<file path="config.mk">
export PLATFORM = sky130hd
export DESIGN_NAME = spi_status_flags
export DESIGN_NICKNAME = d
export VERILOG_FILES = /design/src/spi_status_flags.v /design/src/sync_two.v /design/src/word_fifo.v
export VERILOG_INCLUDE_DIRS = /design/src
export SDC_FILE = /design/constraint.sdc
export NUM_CORES = 1
export LEC_CHECK = 0
export ABC_AREA = 1
export BUFFER_PORTS_ARGS = -buffer_cell sky130_fd_sc_hd__buf_2
export CAP_MARGIN = 20
export CORE_MARGIN = 2
export CORE_UTILIZATION = 35
export CTS_BUF_LIST = sky130_fd_sc_hd__clkbuf_16
export DETAILED_ROUTE_END_ITERATION = 12
export PLACE_DENSITY = 0.58
export SYNTH_ARGS = -nofsm -noshare
export SYNTH_HDL_FRONTEND = slang
export SYNTH_SLANG_ARGS = --single-unit
</file>
<file path="constraint.sdc">
create_clock -name clk_sys -period 5 [get_ports clk_sys]
set_input_delay 1 -clock clk_sys [delete_from_list [all_inputs] [get_ports clk_sys]]
set_output_delay 1 -clock clk_sys [all_outputs]
set_load 0.01 [all_outputs]
</file>
<file path="src/spi_flags_consts.vh">
// Purpose: shared constants of the spi status-flag block
// Assumes: 10 MHz system clock, apb word registers
// Notes:   definitions only
`ifndef SPI_FLAGS_CONSTS_VH
`define SPI_FLAGS_CONSTS_VH

// register byte addresses
`define OFS_CTRL        8'h00
`define OFS_TX_WORD     8'h04
`define OFS_TX_FORMAT   8'h08
`define OFS_RX_STATUS   8'h0c

// control register fields
`define CTRL_MASTER     0
`define CTRL_PAR_EN     1
`define CTRL_PAR_ODD    2
`define CTRL_DESYNC_IE  3
`define CTRL_LEN_LO     4
`define CTRL_LEN_HI     7
`define CTRL_RESET      32'h000000f0

// receive status register fields
`define RX_TX_BUFFER_FULL_FLAG       29
`define RX_BIT_MISMATCH_FLAG       28
`define RX_DESYNC       27
`define RX_PARITY_MISMATCH_FLAG       26
`define RX_DATA_W       16

// timing
`define CLK_MHZ         10
`define REL_DELAY_NS    500
`define REL_DELAY_CYC   (((`REL_DELAY_NS * `CLK_MHZ) / 1000) < 1 ? 1 : \
                         ((`REL_DELAY_NS * `CLK_MHZ) / 1000))
`define SCLK_HALF_CYC   4

`endif

</file>
<file path="src/spi_status_flags.v">
// Purpose: spi word engine with transmit buffer, bit-error, desync
//          and parity status flags behind an apb slave
// Assumes: 10 MHz clk_sys; link clock sampled as an ordinary pin
// Notes:   msb first, data out on falling, sampled on rising sclk
//
// The APB interface to the registers and the register addresses were decided locally.
`timescale 1ns/1ps
`default_nettype none
`include "spi_flags_consts.vh"
// How it works
// write while shifting sets buffer-full flag
// buffer-full clears when word enters shifter
// write into empty path leaves flag clear
// buffer-full is read only, one means busy
// own transmit line checked at receive point
// reading receive data clears three error flags
// desync judged only in master mode
// early or late ready release sets desync
// desync with enable raises interrupt
// desync judged after word completes, may lag
// parity bit appended after last data bit
// received parity mismatch sets parity flag
// receive data right justified, low sixteen
// slave holds ready through word, releases promptly; slave mode here drives no ready line
// all flags zero after reset
module spi_status_flags #(
    parameter HALF_CYC  = `SCLK_HALF_CYC,   // sclk half period in clk_sys cycles
    parameter REL_CYC   = `REL_DELAY_CYC,   // ready release allowance in cycles
    parameter FIFO_DEPTH = 4
) (
    input  wire        clk_sys,
    input  wire        rst,
    input  wire        ce,
    input  wire        psel,
    input  wire        penable,
    input  wire        pwrite,
    input  wire [7:0]  paddr,
    input  wire [31:0] pwdata,
    output reg  [31:0] prdata,
    output reg         pready,
    output reg         pslverr,
    input  wire        sclkIn,
    output reg         sclkOut,
    output reg         sclkOe,
    input  wire        masterOutIn,
    output reg         masterOutOut,
    output reg         masterOutOe,
    input  wire        slaveOutIn,
    output reg         slaveOutOut,
    output reg         slaveOutOe,
    input  wire        slaveReadyN,
    output reg         desyncIrq
);
    // control register
    reg  [31:0] ctrlReg;
    wire        isMaster = ctrlReg[`CTRL_MASTER];
    wire        parEn    = ctrlReg[`CTRL_PAR_EN];
    wire        parOdd   = ctrlReg[`CTRL_PAR_ODD];
    wire [4:0]  charLen  = {1'b0, ctrlReg[`CTRL_LEN_HI:`CTRL_LEN_LO]} + 5'd1;
    wire [4:0]  nBits    = charLen + {4'd0, parEn};

    // synchronised pins: {ready_n, slave out, master out, sclk}
    wire [3:0]  pinSync;
    reg         sclkPrevReg;                 // edge detect on the second stage
    sync_two #(.WIDTH(4)) pinSyncer (
        .clk  (clk_sys),
        .ce   (ce),
        .din  ({slaveReadyN, slaveOutIn, masterOutIn, sclkIn}),
        .dout (pinSync)
    );
    wire        sclkS    = pinSync[0];
    wire        readyNS  = pinSync[3];
    wire        ownLineS = isMaster ? pinSync[1] : pinSync[2];
    wire        rxLineS  = isMaster ? pinSync[2] : pinSync[1];

    // transmit path state
    reg  [15:0] holdReg;                     // holding buffer word
    reg         holdFullReg;                 // buffer-full flag
    reg  [15:0] txWordReg;                   // word in the shifter
    reg         busyReg;                     // shifter holds a word
    reg  [4:0]  bitCntReg;                   // bits already sent
    reg  [15:0] rxShiftReg;                  // receive shifter
    reg         curBitReg;                   // bit now on the line
    reg  [7:0]  divCntReg;                   // master sclk divider
    reg         sclkReg;                     // master sclk level

    // status flags
    reg         bitErrReg;
    reg         desyncReg;
    reg         parErrReg;
    reg         earlyRelReg;                 // ready seen released mid word
    reg         relWaitReg;                  // watching ready release
    reg  [15:0] relCntReg;                   // release allowance counter

    // apb decode
    wire        setup    = psel & ~penable;
    wire        access   = psel & penable & pready;
    wire        wrTx     = access & pwrite &
                           ((paddr == `OFS_TX_WORD) | (paddr == `OFS_TX_FORMAT));
    wire        rdRx     = access & ~pwrite & (paddr == `OFS_RX_STATUS);
    wire        mapped   = (paddr == `OFS_CTRL) | (paddr == `OFS_TX_WORD) |
                           (paddr == `OFS_TX_FORMAT) | (paddr == `OFS_RX_STATUS);

    // receive fifo between shifter and status register
    wire        fifoInReady;
    wire        fifoOutValid;
    wire [15:0] fifoOutData;
    reg         pushReg;
    reg  [15:0] pushDataReg;
    word_fifo #(.WIDTH(16), .DEPTH(FIFO_DEPTH), .AW(2)) rxFifo (
        .clk      (clk_sys),
        .rst      (rst),
        .ce       (ce),
        .inValid  (pushReg),
        .inReady  (fifoInReady),
        .inData   (pushDataReg),
        .outValid (fifoOutValid),
        .outReady (rdRx),
        .outData  (fifoOutData)
    );

    // edges of whichever clock drives the word
    wire        masterTick = (divCntReg == HALF_CYC[7:0] - 8'd1);
    wire        riseEv = isMaster ? (busyReg & masterTick & ~sclkReg)
                                  : (sclkS & ~sclkPrevReg);
    wire        fallEv = isMaster ? (busyReg & masterTick & sclkReg)
                                  : (~sclkS & sclkPrevReg);
    wire        lastBit  = (bitCntReg == nBits - 5'd1);

    // parity of a right-justified word, masked to the character length
    function parityOf;
        input [15:0] w;
        input [4:0]  len;
        input        odd;
        reg   [15:0] m;
        begin
            m = 16'hffff >> (5'd16 - len);
            parityOf = (^(w & m)) ^ odd;
        end
    endfunction

    // bit to drive for a given count: data msb first, then parity
    function bitFor;
        input [15:0] w;
        input [4:0]  cnt;
        input [4:0]  len;
        input        odd;
        reg   [4:0]  idx;
        begin
            idx = len - 5'd1 - cnt;
            if (cnt < len) begin
                bitFor = w[idx[3:0]];
            end else begin
                bitFor = parityOf(w, len, odd);
            end
        end
    endfunction

    // a word finishes at the falling edge after its last receive point
    wire        wordDone = busyReg & fallEv & lastBit;
    // master waits for room in the fifo before shifting a buffered word
    wire        canStart = ~isMaster | fifoInReady;

    // set terms for the flags
    wire        bitErrSet = busyReg & riseEv & (ownLineS != curBitReg);
    wire        parErrSet = busyReg & riseEv & parEn & (bitCntReg == charLen) &
                            (parityOf(rxShiftReg, charLen, parOdd) != rxLineS);
    wire        relLate   = relWaitReg & (relCntReg == 16'd0) & ~readyNS;
    // late only while the slave still holds its ready line low
    wire        desyncSet = isMaster & (relLate | (relWaitReg & earlyRelReg));

    // apb slave: answer in the access phase one cycle after setup
    always @(posedge clk_sys) begin
        if (rst) begin
            pready  <= 1'b0;
            prdata  <= 32'h00000000;
            pslverr <= 1'b0;
        end else if (ce) begin
            pready  <= setup;
            pslverr <= setup & ~mapped;
            if (setup && !pwrite) begin
                case (paddr)
                    `OFS_CTRL:      prdata <= ctrlReg;
                    `OFS_TX_WORD:   prdata <= {16'h0000, holdReg};
                    `OFS_TX_FORMAT: prdata <= {16'h0000, holdReg};
                    `OFS_RX_STATUS: prdata <= {2'b00, holdFullReg, bitErrReg, desyncReg,
                                               parErrReg, 10'h000,
                                               fifoOutValid ? fifoOutData : 16'h0000};
                    default:        prdata <= 32'h00000000;
                endcase
            end else begin
                prdata <= 32'h00000000;
            end
        end
    end

    // control register write; the status register ignores writes
    always @(posedge clk_sys) begin
        if (rst) begin
            ctrlReg <= `CTRL_RESET;
        end else if (ce && access && pwrite && paddr == `OFS_CTRL) begin
            ctrlReg <= {24'h000000, pwdata[7:0]};
        end
    end

    // transmit buffer and shifter
    always @(posedge clk_sys) begin
        if (rst) begin
            holdReg     <= 16'h0000;
            holdFullReg <= 1'b0;
            txWordReg   <= 16'h0000;
            busyReg     <= 1'b0;
            bitCntReg   <= 5'd0;
            curBitReg   <= 1'b0;
            rxShiftReg  <= 16'h0000;
            pushReg     <= 1'b0;
            pushDataReg <= 16'h0000;
        end else if (ce) begin
            pushReg <= 1'b0;
            // receive point: shift in data bits only
            if (busyReg && riseEv && bitCntReg < charLen) begin
                rxShiftReg <= {rxShiftReg[14:0], rxLineS};
            end
            // transmit point: next bit or end of word
            if (busyReg && fallEv) begin
                if (lastBit) begin
                    busyReg     <= 1'b0;
                    bitCntReg   <= 5'd0;
                    pushReg     <= 1'b1;
                    pushDataReg <= rxShiftReg & (16'hffff >> (5'd16 - charLen));
                end else begin
                    bitCntReg <= bitCntReg + 5'd1;
                    curBitReg <= bitFor(txWordReg, bitCntReg + 5'd1, charLen, parOdd);
                end
            end
            if (wrTx && (busyReg || holdFullReg)) begin
                // shifter or buffer occupied: park the word, flag full
                holdReg     <= pwdata[15:0];
                holdFullReg <= 1'b1;
            end else if (wrTx) begin
                // path empty: straight into the shifter, flag stays clear
                txWordReg   <= pwdata[15:0];
                curBitReg   <= bitFor(pwdata[15:0], 5'd0, charLen, parOdd);
                busyReg     <= 1'b1;
                rxShiftReg  <= 16'h0000;
            end else if (holdFullReg && !busyReg && canStart) begin
                // buffered word moves on, flag clears in the same edge
                txWordReg   <= holdReg;
                curBitReg   <= bitFor(holdReg, 5'd0, charLen, parOdd);
                busyReg     <= 1'b1;
                holdFullReg <= 1'b0;
                rxShiftReg  <= 16'h0000;
            end
        end
    end

    // master sclk divider, idles low outside a word
    always @(posedge clk_sys) begin
        if (rst) begin
            divCntReg <= 8'd0;
            sclkReg   <= 1'b0;
        end else if (ce) begin
            if (!isMaster || !busyReg) begin
                divCntReg <= 8'd0;
                sclkReg   <= 1'b0;
            end else if (masterTick) begin
                divCntReg <= 8'd0;
                sclkReg   <= ~sclkReg;
            end else begin
                divCntReg <= divCntReg + 8'd1;
            end
        end
    end

    // slave-ready watch: early release during word, late release after it
    always @(posedge clk_sys) begin
        if (rst) begin
            earlyRelReg <= 1'b0;
            relWaitReg  <= 1'b0;
            relCntReg   <= 16'd0;
        end else if (ce) begin
            if (!isMaster) begin
                earlyRelReg <= 1'b0;
                relWaitReg  <= 1'b0;
            end else if (busyReg && riseEv && readyNS) begin
                earlyRelReg <= 1'b1;
            end
            // judged only once the word is complete, so may lag a word
            if (isMaster && wordDone) begin
                relWaitReg <= 1'b1;
                relCntReg  <= REL_CYC[15:0];
            end else if (relWaitReg) begin
                if (earlyRelReg || readyNS || relCntReg == 16'd0) begin
                    relWaitReg  <= 1'b0;
                    earlyRelReg <= 1'b0;
                end else begin
                    relCntReg <= relCntReg - 16'd1;
                end
            end
        end
    end

    // status flags: set wins over the clearing read
    always @(posedge clk_sys) begin
        if (rst) begin
            bitErrReg <= 1'b0;
            desyncReg <= 1'b0;
            parErrReg <= 1'b0;
        end else if (ce) begin
            bitErrReg <= (bitErrReg & ~rdRx) | bitErrSet;
            desyncReg <= (desyncReg & ~rdRx) | desyncSet;
            parErrReg <= (parErrReg & ~rdRx) | parErrSet;
        end
    end

    // pin drivers and interrupt, all registered
    always @(posedge clk_sys) begin
        if (rst) begin
            sclkPrevReg  <= 1'b0;
            sclkOut      <= 1'b0;
            sclkOe       <= 1'b0;
            masterOutOut <= 1'b0;
            masterOutOe  <= 1'b0;
            slaveOutOut  <= 1'b0;
            slaveOutOe   <= 1'b0;
            desyncIrq    <= 1'b0;
        end else if (ce) begin
            sclkPrevReg  <= sclkS;
            sclkOut      <= sclkReg;
            sclkOe       <= isMaster;
            masterOutOut <= curBitReg;
            masterOutOe  <= isMaster;
            slaveOutOut  <= curBitReg;
            slaveOutOe   <= ~isMaster & busyReg;
            // level while the flag stands and the enable is set
            desyncIrq    <= ctrlReg[`CTRL_DESYNC_IE] &
                            ((desyncReg & ~rdRx) | desyncSet);
        end
    end

    // limitation: a write into an idle shifter starts at once even with a
    // full receive fifo; only words parked in the holding buffer wait for room
endmodule
`default_nettype wire

</file>
<file path="src/sync_two.v">
// Purpose: two-flop synchroniser for a vector of pin inputs
// Assumes: inputs are asynchronous to clk
// Notes:   only the second stage leaves this module
`timescale 1ns/1ps
`default_nettype none
module sync_two #(
    parameter WIDTH = 4
) (
    input  wire             clk,
    input  wire             ce,
    input  wire [WIDTH-1:0] din,
    output reg  [WIDTH-1:0] dout
);
    reg [WIDTH-1:0] stage1Reg;   // metastable stage, read by dout only

    // two flip-flops; no reset, so pin values keep passing through under reset
    always @(posedge clk) begin
        if (ce) begin
            stage1Reg <= din;
            dout      <= stage1Reg;
        end
    end
endmodule
`default_nettype wire

</file>
<file path="src/word_fifo.v">
// Purpose: small fifo holding received data words only
// Assumes: one clock, synchronous reset
// Notes:   head word is a combinational memory read, full and empty honest
`timescale 1ns/1ps
`default_nettype none
module word_fifo #(
    parameter WIDTH = 16,
    parameter DEPTH = 4,
    parameter AW    = 2
) (
    input  wire             clk,
    input  wire             rst,
    input  wire             ce,
    input  wire             inValid,
    output wire             inReady,
    input  wire [WIDTH-1:0] inData,
    output wire             outValid,
    input  wire             outReady,
    output wire [WIDTH-1:0] outData
);
    reg [WIDTH-1:0] memReg [0:DEPTH-1];  // storage
    reg [AW-1:0]    wrPtrReg;            // write pointer
    reg [AW-1:0]    rdPtrReg;            // read pointer
    reg [AW:0]      countReg;            // words held
    wire            doPush;
    wire            doPop;

    assign inReady  = (countReg != DEPTH[AW:0]);
    assign outValid = (countReg != {(AW+1){1'b0}});
    assign outData  = memReg[rdPtrReg];
    assign doPush   = inValid & inReady;
    assign doPop    = outValid & outReady;

    // storage write, no reset needed on data
    always @(posedge clk) begin
        if (ce && doPush) begin
            memReg[wrPtrReg] <= inData;
        end
    end

    // pointers and count
    always @(posedge clk) begin
        if (rst) begin
            wrPtrReg <= {AW{1'b0}};
            rdPtrReg <= {AW{1'b0}};
            countReg <= {(AW+1){1'b0}};
        end else if (ce) begin
            if (doPush) begin
                wrPtrReg <= (wrPtrReg == DEPTH[AW-1:0] - 1'b1) ? {AW{1'b0}} : wrPtrReg + 1'b1;
            end
            if (doPop) begin
                rdPtrReg <= (rdPtrReg == DEPTH[AW-1:0] - 1'b1) ? {AW{1'b0}} : rdPtrReg + 1'b1;
            end
            if (doPush && !doPop) begin
                countReg <= countReg + 1'b1;
            end else if (doPop && !doPush) begin
                countReg <= countReg - 1'b1;
            end
        end
    end
endmodule
`default_nettype wire

</file>
* After elaboration in Yosys (flattened, before gate mapping)
Memory sizes are Yosys's and may differ from the RTL's. A register that Yosys moved wholly into a read port is not among the register bits. Index checks and enable logic that the tools add are counted.
Word-level totals: bits in registers 166, RAM bits 64, bits of input ports 50, output and inout bits 41, word-level logic and storage cells 232, memories kept 1
Cells by class: $add $sub $neg 13, order comparisons 5, equality and inequality tests 13, shifts and indexed selects 1, multiplexer cells 62, bitwise logic cells 58, reductions and logical operators 47
Memory list:
- rxFifo.memReg | depth 4, bits a word 16, rd ports 1, clocked after memory_dff 1, wr ports 1, line word_fifo.v:21 | reg [WIDTH-1:0] memReg [0:DEPTH-1];
Operators with widths (number):
- 16-bit two-way mux | 10
- 30-bit case mux with 3 select lines | 1
- 16-bit AND | 4
- 16-bit parity | 4
- 1-bit two-way mux | 38
- 32-bit two-way mux | 1
- 1-bit AND | 31
- 8-bit by 4-bit equality test with 1-bit output, second input constant | 2
- 16-bit zero test | 1
- 8-bit two-way mux | 2
- 16-bit by 5-bit right shift with 16-bit output, first input constant | 1
- 16-bit by 1-bit subtractor with 16-bit output, second input constant | 1
- 1-bit logical AND | 15
- 1-bit binary-select mux with 4-bit select | 3
- 2-bit AND reduction | 6
- 3-bit AND reduction | 4
- 5-bit equality test | 2
- 4-bit by 5-bit < comparator with 1-bit output, second input constant | 2
- 5-bit < comparator | 2
- 1-bit NOT | 10
- 2-bit nonzero test | 5
- 1-bit bitwise OR | 9
- 8-bit by 1-bit adder with 8-bit output, second input constant | 1
- 8-bit by 2-bit equality test with 1-bit output, second input constant | 1
- other kinds (26) | 43

* Longest topological paths before layout
Gate-level depths: netlist of the first run.
depth in word-level cells 12, mapped depth 28

* Hierarchy
Synthesis of the first run repeated with hierarchy kept, for this count alone.
Unflattened totals: cell total of the unflattened synthesis 1661, area total of the unflattened synthesis 12044.1 um^2
Modules (own cells, without submodules):
- spi_status_flags | times used 1, cells each 1426, area each 8936.1 um^2, sequential area each 2782.7 um^2
- word_fifo | times used 1, cells each 227, area each 2867.8 um^2, sequential area each 2102.0 um^2
- sync_two | times used 1, cells each 8, area each 240.2 um^2, sequential area each 240.2 um^2

* Worst setup path before layout of the first run
Ideal clock, no wire load.
path type reg-to-reg, from reg ctrlReg[4], to reg curBitReg, library setup time 0.064 ns, arrival 3.448 ns, data required time 4.936 ns, path slack 1.488 ns, cell stages (with the launch flop) 22, period minus slack after synthesis 3.512 ns, path through dfxtp_1 > buf_2 > clkbuf_1 > clkinv_1 > ha_1 > nand2_1 > inv_1 > nor2_1 > clkinv_1 > fa_1 > o21ai_0 > a21oi_1 > a21oi_1 > nand2_1 > o211ai_1 > a21oi_1 > nor2_1 > nand2_1 > nand2_1 > nand2_1 > nand2_1 > nor2_1
Between the ends: longest elaborated chain between the ends 12, elaborated cells between the ends (all ways) 33
Ends and longest elaborated chain:
- from (decl) | line spi_status_flags.v:55 | reg [31:0] ctrlReg;
- from (signal assigned) | line spi_status_flags.v:200 | ctrlReg <= `CTRL_RESET;
- from (signal assigned) | line spi_status_flags.v:202 | ctrlReg <= {24'h000000, pwdata[7:0]};
- 4-bit by 1-bit adder with 5-bit output * | line spi_status_flags.v:59 | wire [4:0] charLen = {1'b0, ctrlReg[`CTRL_LEN_HI:`CTRL_LEN_LO]} + 5'd1;
- 5-bit subtractor | line spi_status_flags.v:137 | m = 16'hffff >> (5'd16 - len);
- 16-bit by 5-bit right shift with 16-bit output | line spi_status_flags.v:137
- 16-bit AND | line spi_status_flags.v:138 | parityOf = (^(w & m)) ^ odd;
- 16-bit parity | line spi_status_flags.v:138
- 1-bit bitwise XOR | line spi_status_flags.v:138
- 1-bit two-way mux | line spi_status_flags.v:151 | if (cnt < len) begin
- 1-bit two-way mux | line spi_status_flags.v:226 | if (lastBit) begin
- 1-bit two-way mux | line spi_status_flags.v:225 | if (busyReg && fallEv) begin
- 1-bit two-way mux | line spi_status_flags.v:246 | end else if (holdFullReg && !busyReg && canStart) begin
- 1-bit two-way mux | line spi_status_flags.v:240 | end else if (wrTx) begin
- 1-bit two-way mux * | line spi_status_flags.v:236 | if (wrTx && (busyReg || holdFullReg)) begin
- to (signal assigned) | line spi_status_flags.v:233 | curBitReg <= bitFor(txWordReg, bitCntReg + 5'd1, charLen, parOdd);
- to (signal assigned) | line spi_status_flags.v:243 | curBitReg <= bitFor(pwdata[15:0], 5'd0, charLen, parOdd);
- to (signal assigned) | line spi_status_flags.v:249 | curBitReg <= bitFor(holdReg, 5'd0, charLen, parOdd);
- to (decl) | line spi_status_flags.v:83 | reg curBitReg;
Every way passes the cells marked *; elsewhere a longest branch is shown, timed or not. The select of a mux whose other input is x is not followed. A chain may end at the register's enable or synchronous reset.

* Worst setup path in the final report of the first run
from reg ctrlReg[4], to reg parErrReg
Between the ends: longest elaborated chain between the ends 9, elaborated cells between the ends (all ways) 11
Ends and longest elaborated chain:
- 4-bit by 1-bit adder with 5-bit output * | line spi_status_flags.v:59
- 5-bit subtractor | line spi_status_flags.v:137
- 16-bit by 5-bit right shift with 16-bit output | line spi_status_flags.v:137
- 16-bit AND | line spi_status_flags.v:138
- 16-bit parity | line spi_status_flags.v:138
- 1-bit bitwise XOR | line spi_status_flags.v:138
- 1-bit != test | line spi_status_flags.v:167 | (parityOf(rxShiftReg, charLen, parOdd) != rxLineS);
- 1-bit AND * | line spi_status_flags.v:166 | wire parErrSet = busyReg & riseEv & parEn & (bitCntReg == charLen) &
- 1-bit bitwise OR * | line spi_status_flags.v:312 | parErrReg <= (parErrReg & ~rdRx) | parErrSet;
- to (signal assigned) | line spi_status_flags.v:312
- to (decl) | line spi_status_flags.v:90 | reg parErrReg;
Every way passes the cells marked *; elsewhere a longest branch is shown, timed or not.

==> flow_metrics.py, run 1 <==
metrics = {
    "drt": {
        "route.detailed.drc": 0,
        "via_per_inst": 5.07,
        "wl_per_cell_microns": 15.4,
        "drt_iter0_drc": 725,
        "vias": 10500,
        "first_pass_iters": 5,
        "wl_mm": 31.9,
        "antenna_left": 0,
    },
    "global_routing": {
        "grt_max_degree": 60,
        "grt_pass1_wl_mm": 51.3,
        "grt_antenna_before_repair": 0,
        "grt_pass1_vias": 9594,
        "groute.usage.overall_pct": 18.1,
        "grt_overflow": 0,
    },
    "timing": {
        "post-route-period-util_pct": 86.6,
        "rsz0062_at_grt": "no",
        "setup_tns_ns": 0,
        "min_period_ns": 4.33,
        "drv_slew": 0,
        "clock_skew_ns": 0.00770,
        "finalHoldViolations": 0,
        "max_clock_freq_mhz": 231,
        "slew_headroom_pct": 33.1,
        "tightestPinTransition_ns": 1.00,
        "setup_viol_count_final": 0,
    },
    "setup_path": {
        "reg2regPathDepth": 17,
        "crit_arrival_ns": 4.78,
        "critPathMaxStageDelay_ns": 0.81,
        "critical_path.top_delay_family": "simple AND/OR/NAND/NOR gates",
        "r2r-start": "ctrlReg[4]$_SDFFE_PP1P_",
        "timing.rr.end": "parErrReg$_SDFFE_PP0P_",
        "crit_fanout": 31,
        "crit_path_end_kind": "flop",
        "critPathBufInv": 3,
        "critPathLaunchType": "flop",
        "reg2reg_slack_ns": 0.67,
        "crit_chain": "ha_1, inv_1, ha_1, inv_1, nand3_1, nand2_1, nand2_2, nand3_1, inv_1, nand2_1, xor2_1, xor2_1, nand3b_1, nand2_1, nand2_1, nand3_1, a21oi_1",
        "required_ns": 5.45,
        "worst_path_max_delay_cell": "dfxtp_1",
        "cpMostUsedCell": "nand2_1",
        "crit_type": "reg2reg",
    },
    "clock_network": {
        "clk_root_buffer_cell": "clkbuf_16",
        "clockBufferDepth": 3,
        "ctsHoldBuffers": 0,
        "postCtsSetupRepairBufs": 0,
        "clk_pin_slew_ns": 0.06,
        "htree_levels": 1,
        "clkSinkCount": 220,
        "insertion_delay_ns": 0.53,
        "cts_resized": 0,
        "tritoncts": "done",
        "cts-buffers-inserted": 26,
    },
    "job": {
        "maxCapViolCount": 0,
    },
    "final_layout": {
        "fin_cells": 2075,
        "diodes": 0,
        "final_common_cell": "nand2_1",
        "area_growth_pct": 13.1,
        "fin_nets": 1683,
        "drive_gt1_share_pct": 10.1,
        "layout_common_cells": "nand2_1 (396), inv_1 (168), dfxtp_1 (148)",
        "fillers": 3422,
    },
    "pwr": {
        "cellPowerDensity_nw_per_um2": 292,
        "ir_drop_uv": 233,
        "power.leakage_uw": 0.00534,
    },
    "placement": {
        "gp_congestion": 0.873,
        "port_buffers": 62,
        "dp_hpwl_mm": 23.0,
        "placedCellCount": 2026,
    },
    "floorplan": {
        "start_util_pct": 35.2,
        "dieArea_sq_um": 35000,
        "rows": 67,
        "die_w_microns": 187,
        "top_level_ports": 91,
        "core_area_sq_um": 33300,
        "fp.dieH_microns": 187,
    },
    "yosys": {
        "ys_seq_area_share_pct": 43.7,
        "synthAdderAreaFrac_pct": 2.90,
        "ys_ff_latch": 220,
        "yosysUniqueCellTypes": 50,
        "muxShareOfSynthArea_pct": 0.171,
        "syn_area_sq_um": 11700,
        "synthSimpleGateAreaFrac_pct": 23.6,
        "yosysWarnings": 0,
        "synthXorXnorAreaFrac_pct": 3.64,
        "avgSynthCellArea_sq_um": 7.50,
        "synth_top_family_by_area": "simple AND/OR/NAND/NOR gates",
        "synth-compound-area-share_pct": 17.3,
        "syn_inst": 1562,
    },
    "outcome": {
        "status": "completed",
    },
    "min_path": {
        "whs_endpoint": "pinSyncer.dout[0]$_DFFE_PP_",
        "hp-class": "reg2reg",
        "hp-start": "pinSyncer.stage1Reg[0]$_DFFE_PP_",
        "holdPathStages": 0,
    },
}
-- kinds of logic after synthesis --
kind of cell    Yosys count
mux                       2
buf+inv                 244
flops                   220
simple gates            658
fa+ha+maj                26
xor+xnor                 47
compound gates          364
other cells               1
-- stage by stage --
step                area, sq um  power (uW)  util (%)  setup slack (ns)  hold WS [ns]
finish                    13300        3870      39.8             0.670         0.420
detailed placement        12400        2010      37.3             0.813         0.408
floorplan                 11800        1970         -              1.49         0.400
global placement          12400        2010      37.3             0.868         0.404
CTS                       13300        3900      39.8             0.791         0.423
global route              13300        3990      39.8             0.317         0.429
-- cell type report --
type | instances | area (sq um) | area share [%]
clock buffers | 27 | 676 | 5.10
clock inverters | 21 | 176 | 1.33
repair buffers | 80 | 445 | 3.36
multi-input cells | 1109 | 5640 | 42.5
flip-flops and latches | 220 | 5120 | 38.6
well taps | 448 | 561 | 4.23
inverters | 170 | 638 | 4.81
-- how the worst max path moves through the flow --
stage                       startpoint                     end  slack (ns)  cells past startpoint
6_report       ctrlReg[4]$_SDFFE_PP1P_  parErrReg$_SDFFE_PP0P_        0.67                     17
5_1_grt        ctrlReg[4]$_SDFFE_PP1P_  curBitReg$_SDFFE_PP0P_        0.32                     22
4_1_cts        ctrlReg[4]$_SDFFE_PP1P_  parErrReg$_SDFFE_PP0P_        0.79                     17
3_5_place_dp   ctrlReg[4]$_SDFFE_PP1P_  curBitReg$_SDFFE_PP0P_        0.81                     18
3_3_place_gp   ctrlReg[4]$_SDFFE_PP1P_  curBitReg$_SDFFE_PP0P_        0.87                     18
2_1_floorplan  ctrlReg[4]$_SDFFE_PP1P_  curBitReg$_SDFFE_PP0P_        1.49                     21
-- metal layers --
layer	vias up	GRT usage, %	share of wire (%)
met5	-	0	0
met4	0	5.22	2.5
met3	58	1.95	5.6
met2	317	28.9	45
met1	4876	25.8	47
li1	5269	-	-
-- registers in the layout, summed over array words and instances (netlist names), 4 cells and up, named ones only --
name                 flops
holdReg                 16
relCntReg               16
prdata                  20
pinSyncer.stage1Reg      4
pinSyncer.dout           4
txWordReg               16
rxShiftReg              16
pushDataReg             16
rxFifo.memReg           64
ctrlReg                  8
bitCntReg                5
divCntReg                8
-- synth_stat cells (all sizes together) --
cell | n | area share [%]
a211oi | 6 | 0.38
a21oi | 134 | 5.7
a221oi | 6 | 0.45
a31o | 1 | 0.075
a31oi | 20 | 1.1
a32oi | 2 | 0.15
a41o | 1 | 0.085
and3 | 1 | 0.053
buf | 25 | 1.6
clkbuf | 49 | 1.6
clkinv | 3 | 0.096
conb | 1 | 0.032
dfxtp | 148 | 25
edfxtp | 72 | 18
fa | 2 | 0.34
ha | 24 | 2.6
inv | 167 | 5.3
mux2i | 2 | 0.17
nand2 | 409 | 14
nand3 | 63 | 3.0
nand3b | 3 | 0.19
nand4 | 14 | 0.75
nor2 | 144 | 5.0
nor3 | 16 | 0.68
nor3b | 3 | 0.19
nor4 | 4 | 0.21
o2111ai | 2 | 0.15
o211ai | 20 | 1.3
o21ai | 140 | 6.0
o21bai | 3 | 0.19
o221ai | 8 | 0.60
o22ai | 17 | 0.91
o2bb2ai | 1 | 0.075
o311ai | 1 | 0.075
o31ai | 2 | 0.13
or2 | 1 | 0.053
xnor2 | 16 | 1.3
xor2 | 31 | 2.4
-- power breakdown --
group | total [uW] | internal, uW | switching, uW
clock network | 1890 | 1130 | 759
registers | 1850 | 1840 | 3.82
logic | 131 | 38.2 | 92.6
(Power assumes the default switching activity.)
==> run 2, diff against run 1 <==
Settings changed: CORE_ASPECT_RATIO set to 0.9, GPL_ROUTABILITY_DRIVEN set to 0, REMOVE_ABC_BUFFERS set to 1.
==> flow_metrics.py, run 2 (synthesized netlist as in run 1, its figures left out) <==
metrics = {
    "outcome": {
        "status": "completed",
    },
    "floorplan": {
        "fp.dieH_microns": 178,
        "die_w_microns": 197,
        "top_level_ports": 91,
        "rows": 63,
        "start_util_pct": 35.6,
        "dieArea_sq_um": 35000,
        "core_area_sq_um": 32900,
    },
    "drt": {
        "first_pass_iters": 5,
        "wl_per_cell_microns": 15.8,
        "route.detailed.drc": 0,
        "antenna_left": 0,
        "vias": 10500,
        "via_per_inst": 5.11,
        "wl_mm": 32.4,
        "drt_iter0_drc": 827,
    },
    "final_layout": {
        "drive_gt1_share_pct": 10.4,
        "final_common_cell": "nand2_1",
        "fin_nets": 1685,
        "largest_register_ffs": 64,
        "largest_registers": "rxFifo.memReg: 64 flops, prdata: 20 flops",
        "area_growth_pct": 12.6,
        "top_register": "rxFifo.memReg",
        "layout_common_cells": "nand2_1 (396), inv_1 (165), dfxtp_1 (148)",
    },
    "setup_path": {
        "required_ns": 5.42,
        "crit_fanout": 30,
        "critPathLaunch": "ctrlReg[4]$_SDFFE_PP1P_",
        "critical_path.top_delay_family": "simple AND/OR/NAND/NOR gates",
        "path_depth": 22,
        "worst_path_max_delay_cell": "dfxtp_1",
        "crit_arrival_ns": 4.51,
        "crit_type": "reg2reg",
        "critPathBufInv": 4,
        "reg2regPathDepth": 22,
        "cpMostUsedCell": "nand2_1",
        "critPathCapture": "curBitReg$_SDFFE_PP0P_",
        "timing.rr.end": "curBitReg$_SDFFE_PP0P_",
        "reg2reg_slack_ns": 0.91,
        "crit_path_end_kind": "flop",
        "critPathLaunchType": "flop",
        "crit_chain": "ha_1, inv_1, ha_1, inv_1, nand3_1, nand2_1, nand2_2, buf_4, nand2_1, nor2_1, xor2_1, nand2_1, nand2_1, inv_2, nand2_1, nand2_1, nand3_1, nand2_1, nand2_1, nand2_1, a21oi_1, nor2_1",
        "r2r-start": "ctrlReg[4]$_SDFFE_PP1P_",
        "critPathMaxStageDelay_ns": 0.51,
    },
    "global_routing": {
        "grt_pass1_vias": 9810,
        "grt_antenna_before_repair": 2,
        "grt_max_degree": 60,
        "groute.usage.overall_pct": 18.5,
        "grt_overflow": 0,
        "grt_pass1_wl_mm": 51.7,
    },
    "clock_network": {
        "postCtsSetupRepairBufs": 0,
        "clk_root_buffer_cell": "clkbuf_16",
        "ctsHoldBuffers": 0,
        "htree_levels": 1,
        "clockBufferDepth": 3,
        "cts_resized": 0,
        "clkSinkCount": 220,
        "insertion_delay_ns": 0.54,
        "cts-buffers-inserted": 25,
        "tritoncts": "done",
        "clk_pin_slew_ns": 0.06,
    },
    "timing": {
        "finalHoldViolations": 0,
        "slew_headroom_pct": 29.4,
        "tightestPinTransition_ns": 1.06,
        "max_clock_freq_mhz": 245,
        "min_period_ns": 4.09,
        "setup_tns_ns": 0,
        "clock_skew_ns": 0.0213,
        "post-route-period-util_pct": 81.7,
        "drv_slew": 0,
        "setup_viol_count_final": 0,
        "rsz0062_at_grt": "no",
    },
    "min_path": {
        "hp-class": "reg2reg",
    },
    "pwr": {
        "power.leakage_uw": 0.00530,
        "total_power_uw": 3700,
        "ir_drop_uv": 249,
        "cellPowerDensity_nw_per_um2": 280,
    },
    "placement": {
        "dp_hpwl_mm": 23.4,
        "port_buffers": 62,
    },
    "job": {
        "maxCapViolCount": 0,
    },
}
run 2: final cells by class:
| type | count | area, sq um |
|---|---|---|
| fill | 3440 | 19800 |
| multi-input combinational | 1109 | 5640 |
| sequential | 220 | 5120 |
| inverter | 170 | 638 |
| clock buffer | 25 | 626 |
| tap | 422 | 528 |
| timing repair buffer | 83 | 495 |
| clock inverter | 21 | 135 |
| antenna | 1 | 2.50 |
run 2: routing by layer:
layer  part of all wire, %  up-vias  track usage (%)  wire (microns)
met3                   6.5       50             2.95            2100
met5                 0.040        -                0              13
met1                    48     4854             26.6           15600
met4                   2.1        2             4.73             673
met2                    43      304             29.1           13900
li1                      -     5274                -               -
run 2: report_power, final:
group	leakage (uW)	switching, uW	internal [uW]
clock	0.000396	756	965
sequential	0.00171	3.91	1840
combinational	0.00319	94.4	38.1
total	0.00530	855	2850
run 2: worst min-delay path by stage:
stage,start,depth (start not counted),slack (ns),endpoint
final,pinSyncer.stage1Reg[0]$_DFFE_PP_,0,0.42,pinSyncer.dout[0]$_DFFE_PP_
after global routing,pinSyncer.stage1Reg[0]$_DFFE_PP_,0,0.43,pinSyncer.dout[0]$_DFFE_PP_
after CTS,pinSyncer.stage1Reg[0]$_DFFE_PP_,0,0.42,pinSyncer.dout[0]$_DFFE_PP_
after detailed placement,pinSyncer.stage1Reg[0]$_DFFE_PP_,0,0.41,pinSyncer.dout[0]$_DFFE_PP_
after global placement,pinSyncer.stage1Reg[1]$_DFFE_PP_,0,0.40,pinSyncer.dout[1]$_DFFE_PP_
after floorplan,pinSyncer.stage1Reg[0]$_DFFE_PP_,0,0.40,pinSyncer.dout[0]$_DFFE_PP_
run 2: stage by stage:
| stage | std cells | area, sq um | setup WS, ns | util (%) | hold WS, ns |
|---|---|---|---|---|---|
| global route | 2051 | 13200 | 0.564 | 40.0 | 0.429 |
| CTS | 2048 | 13100 | 0.939 | 39.9 | 0.422 |
| floorplan | 1499 | 11400 | 0.853 | - | 0.400 |
| global placement | 2002 | 12400 | 1.03 | 37.6 | 0.405 |
| finish | 2051 | 13200 | 0.914 | 40.0 | 0.420 |
| detailed placement | 2002 | 12400 | 0.965 | 37.6 | 0.407 |
run 2: worst reg2reg max path, stage by stage, from the launching register on:
cell     delay, ns
dfxtp_1       0.51
ha_1          0.40
inv_1         0.11
ha_1          0.39
inv_1         0.16
nand3_1       0.16
nand2_1       0.08
nand2_2       0.48
buf_4         0.27
nand2_1       0.07
nor2_1        0.20
xor2_1        0.16
nand2_1       0.06
nand2_1       0.16
inv_2         0.05
nand2_1       0.05
nand2_1       0.05
nand3_1       0.06
nand2_1       0.10
nand2_1       0.08
nand2_1       0.05
a21oi_1       0.23
nor2_1        0.08
==> run 3, diff against run 2 <==
Settings changed: PLACE_DENSITY 0.58 to 0.6.
Clock period 5 ns to 3.6 ns, I/O delays scaled along.
==> flow_metrics.py, run 3 (synthesized netlist as in run 1, its figures left out) <==
metrics = {
    "outcome": {
        "status": "completed",
    },
    "clock_network": {
        "clkSinkCount": 220,
        "insertion_delay_ns": 0.53,
        "clockBufferDepth": 3,
        "htree_levels": 1,
        "tritoncts": "done",
        "clk_root_buffer_cell": "clkbuf_16",
        "postCtsSetupRepairBufs": 0,
        "clk_pin_slew_ns": 0.06,
        "cts-buffers-inserted": 25,
    },
    "timing": {
        "finalHoldViolations": 0,
        "clock_skew_ns": 0.0197,
        "slew_headroom_pct": 34.2,
        "setup_viol_count_final": 0,
        "max_clock_freq_mhz": 304,
        "tightestPinTransition_ns": 0.985,
        "post-route-period-util_pct": 91.4,
        "drv_slew": 0,
        "min_period_ns": 3.29,
        "rsz0062_at_grt": "no",
    },
    "drt": {
        "wl_mm": 32.4,
        "vias": 10600,
        "antenna_left": 0,
        "route.detailed.drc": 0,
        "first_pass_iters": 5,
        "wl_per_cell_microns": 15.6,
        "drt_iter0_drc": 828,
        "via_per_inst": 5.09,
    },
    "pwr": {
        "cellPowerDensity_nw_per_um2": 388,
        "power.leakage_uw": 0.00581,
        "ir_drop_uv": 340,
        "total_power_uw": 5220,
    },
    "floorplan": {
        "dieArea_sq_um": 35000,
        "fp.dieH_microns": 178,
        "core_area_sq_um": 32900,
        "rows": 63,
        "die_w_microns": 197,
        "start_util_pct": 35.6,
        "top_level_ports": 91,
    },
    "global_routing": {
        "grt_overflow": 0,
        "groute.usage.overall_pct": 18.3,
        "grt_antenna_before_repair": 1,
        "grt_max_degree": 60,
        "grt_pass1_vias": 9753,
        "grt_pass1_wl_mm": 51.3,
    },
    "job": {
        "maxCapViolCount": 0,
    },
    "setup_path": {
        "crit_type": "reg2reg",
        "critPathLaunchType": "flop",
        "crit_arrival_ns": 3.67,
        "cpMostUsedCell": "nand2_1",
        "crit_fanout": 6,
        "worst_path_max_delay_cell": "dfxtp_2",
        "crit_chain": "ha_1, inv_1, ha_1, nor2_2, nand2_1, nand3_1, nand2_1, buf_4, nor2_1, nand2_1, inv_1, nand2_1, xnor2_2, xor2_2, xor2_1, nand3_1, nand3_1, a21oi_1",
        "crit_path_end_kind": "flop",
        "critPathMaxStageDelay_ns": 0.39,
        "required_ns": 3.98,
    },
    "final_layout": {
        "drive_gt1_share_pct": 12.1,
        "top_register": "rxFifo.memReg",
        "area_growth_pct": 14.8,
        "layout_common_cells": "nand2_1 (395), inv_1 (167), dfxtp_1 (147)",
        "diodes": 0,
        "largest_register_ffs": 64,
        "fillers": 3394,
        "largest_registers": "rxFifo.memReg: 64 flops, prdata: 20 flops",
        "fin_util_pct": 40.8,
        "final_common_cell": "nand2_1",
        "fin_nets": 1716,
    },
    "placement": {
        "port_buffers": 62,
        "dp_hpwl_mm": 23.7,
    },
    "min_path": {
        "hp-class": "in2reg",
    },
}
## run 3: cell types whose count changed in the layout (fill, tap and decap cells not counted), sizes merged
cell / before / now
bufinv: 1 / 2
inv: 176 / 175
diode: 1 / 0
clkinvlp: 3 / 1
clkinv: 11 / 13
buf: 83 / 114
## run 3: path summary, 6_finish.rpt
path              depth (start not counted)                               end  slack [ns]                        startpoint
setup / recovery                         18            parErrReg$_SDFFE_PP0P_        0.31           ctrlReg[4]$_SDFFE_PP1P_
hold reg to reg                           0       pinSyncer.dout[0]$_DFFE_PP_        0.43  pinSyncer.stage1Reg[0]$_DFFE_PP_
setup reg to reg                         18            parErrReg$_SDFFE_PP0P_        0.31           ctrlReg[4]$_SDFFE_PP1P_
hold / removal                            1  pinSyncer.stage1Reg[1]$_DFFE_PP_        0.37                       masterOutIn
## run 3: repair_timing
item                                    4_1_cts  5_1_grt
gates resized for setup                       0        9
hold buffers                                  0        0
endpoints found under the setup margin        0        2
## run 3: power breakdown
part	internal (uW)	leakage (uW)	total (uW)	switching, uW
Combinational	55.1	0.00337	186	131
Sequential	2560	0.00202	2560	5.53
Clock	1420	0.000417	2470	1050
## run 3: cell type report
| cell class | instances | area (sq um) | area share [%] |
|---|---|---|---|
| Multi-Input combinational cell | 1109 | 5670 | 42.1 |
| Clock buffer | 25 | 626 | 4.65 |
| Tap cell | 422 | 528 | 3.92 |
| Timing Repair Buffer | 114 | 701 | 5.21 |
| Sequential cell | 220 | 5130 | 38.1 |
| Clock inverter | 21 | 173 | 1.28 |
| Inverter | 170 | 638 | 4.74 |
## run 3: critical path, delay by kind of cell (launching register included)
kind / cells / cell delay, ns
xor+xnor: 3 / 0.68
simple gates: 9 / 1.08
fa+ha+maj: 2 / 0.53
compound gates: 1 / 0.08
buf+inv: 3 / 0.37
flops: 1 / 0.39
## run 3: metal layers
metal	vias to the layer above	share of wire, %	global-route usage [%]
li1	5330	-	-
met1	4884	48	26.3
met2	331	44	29.4
met3	46	6.7	2.83
met4	2	1.6	3.54
met5	-	0.022	0
## run 3: through the flow
step                setup TNS [ns]  instances  hold WS [ns]  area [sq um]  setup slack, ns
finish                           0       2081         0.367         13500            0.311
global route                     0       2081         0.353         13500           0.0215
CTS                              0       2081         0.349         13400            0.161
detailed placement               0       2035         0.405         12600            0.185
global placement                 0       2035         0.404         12600            0.264
floorplan                    -1.89       1499         0.400         11400           -0.267
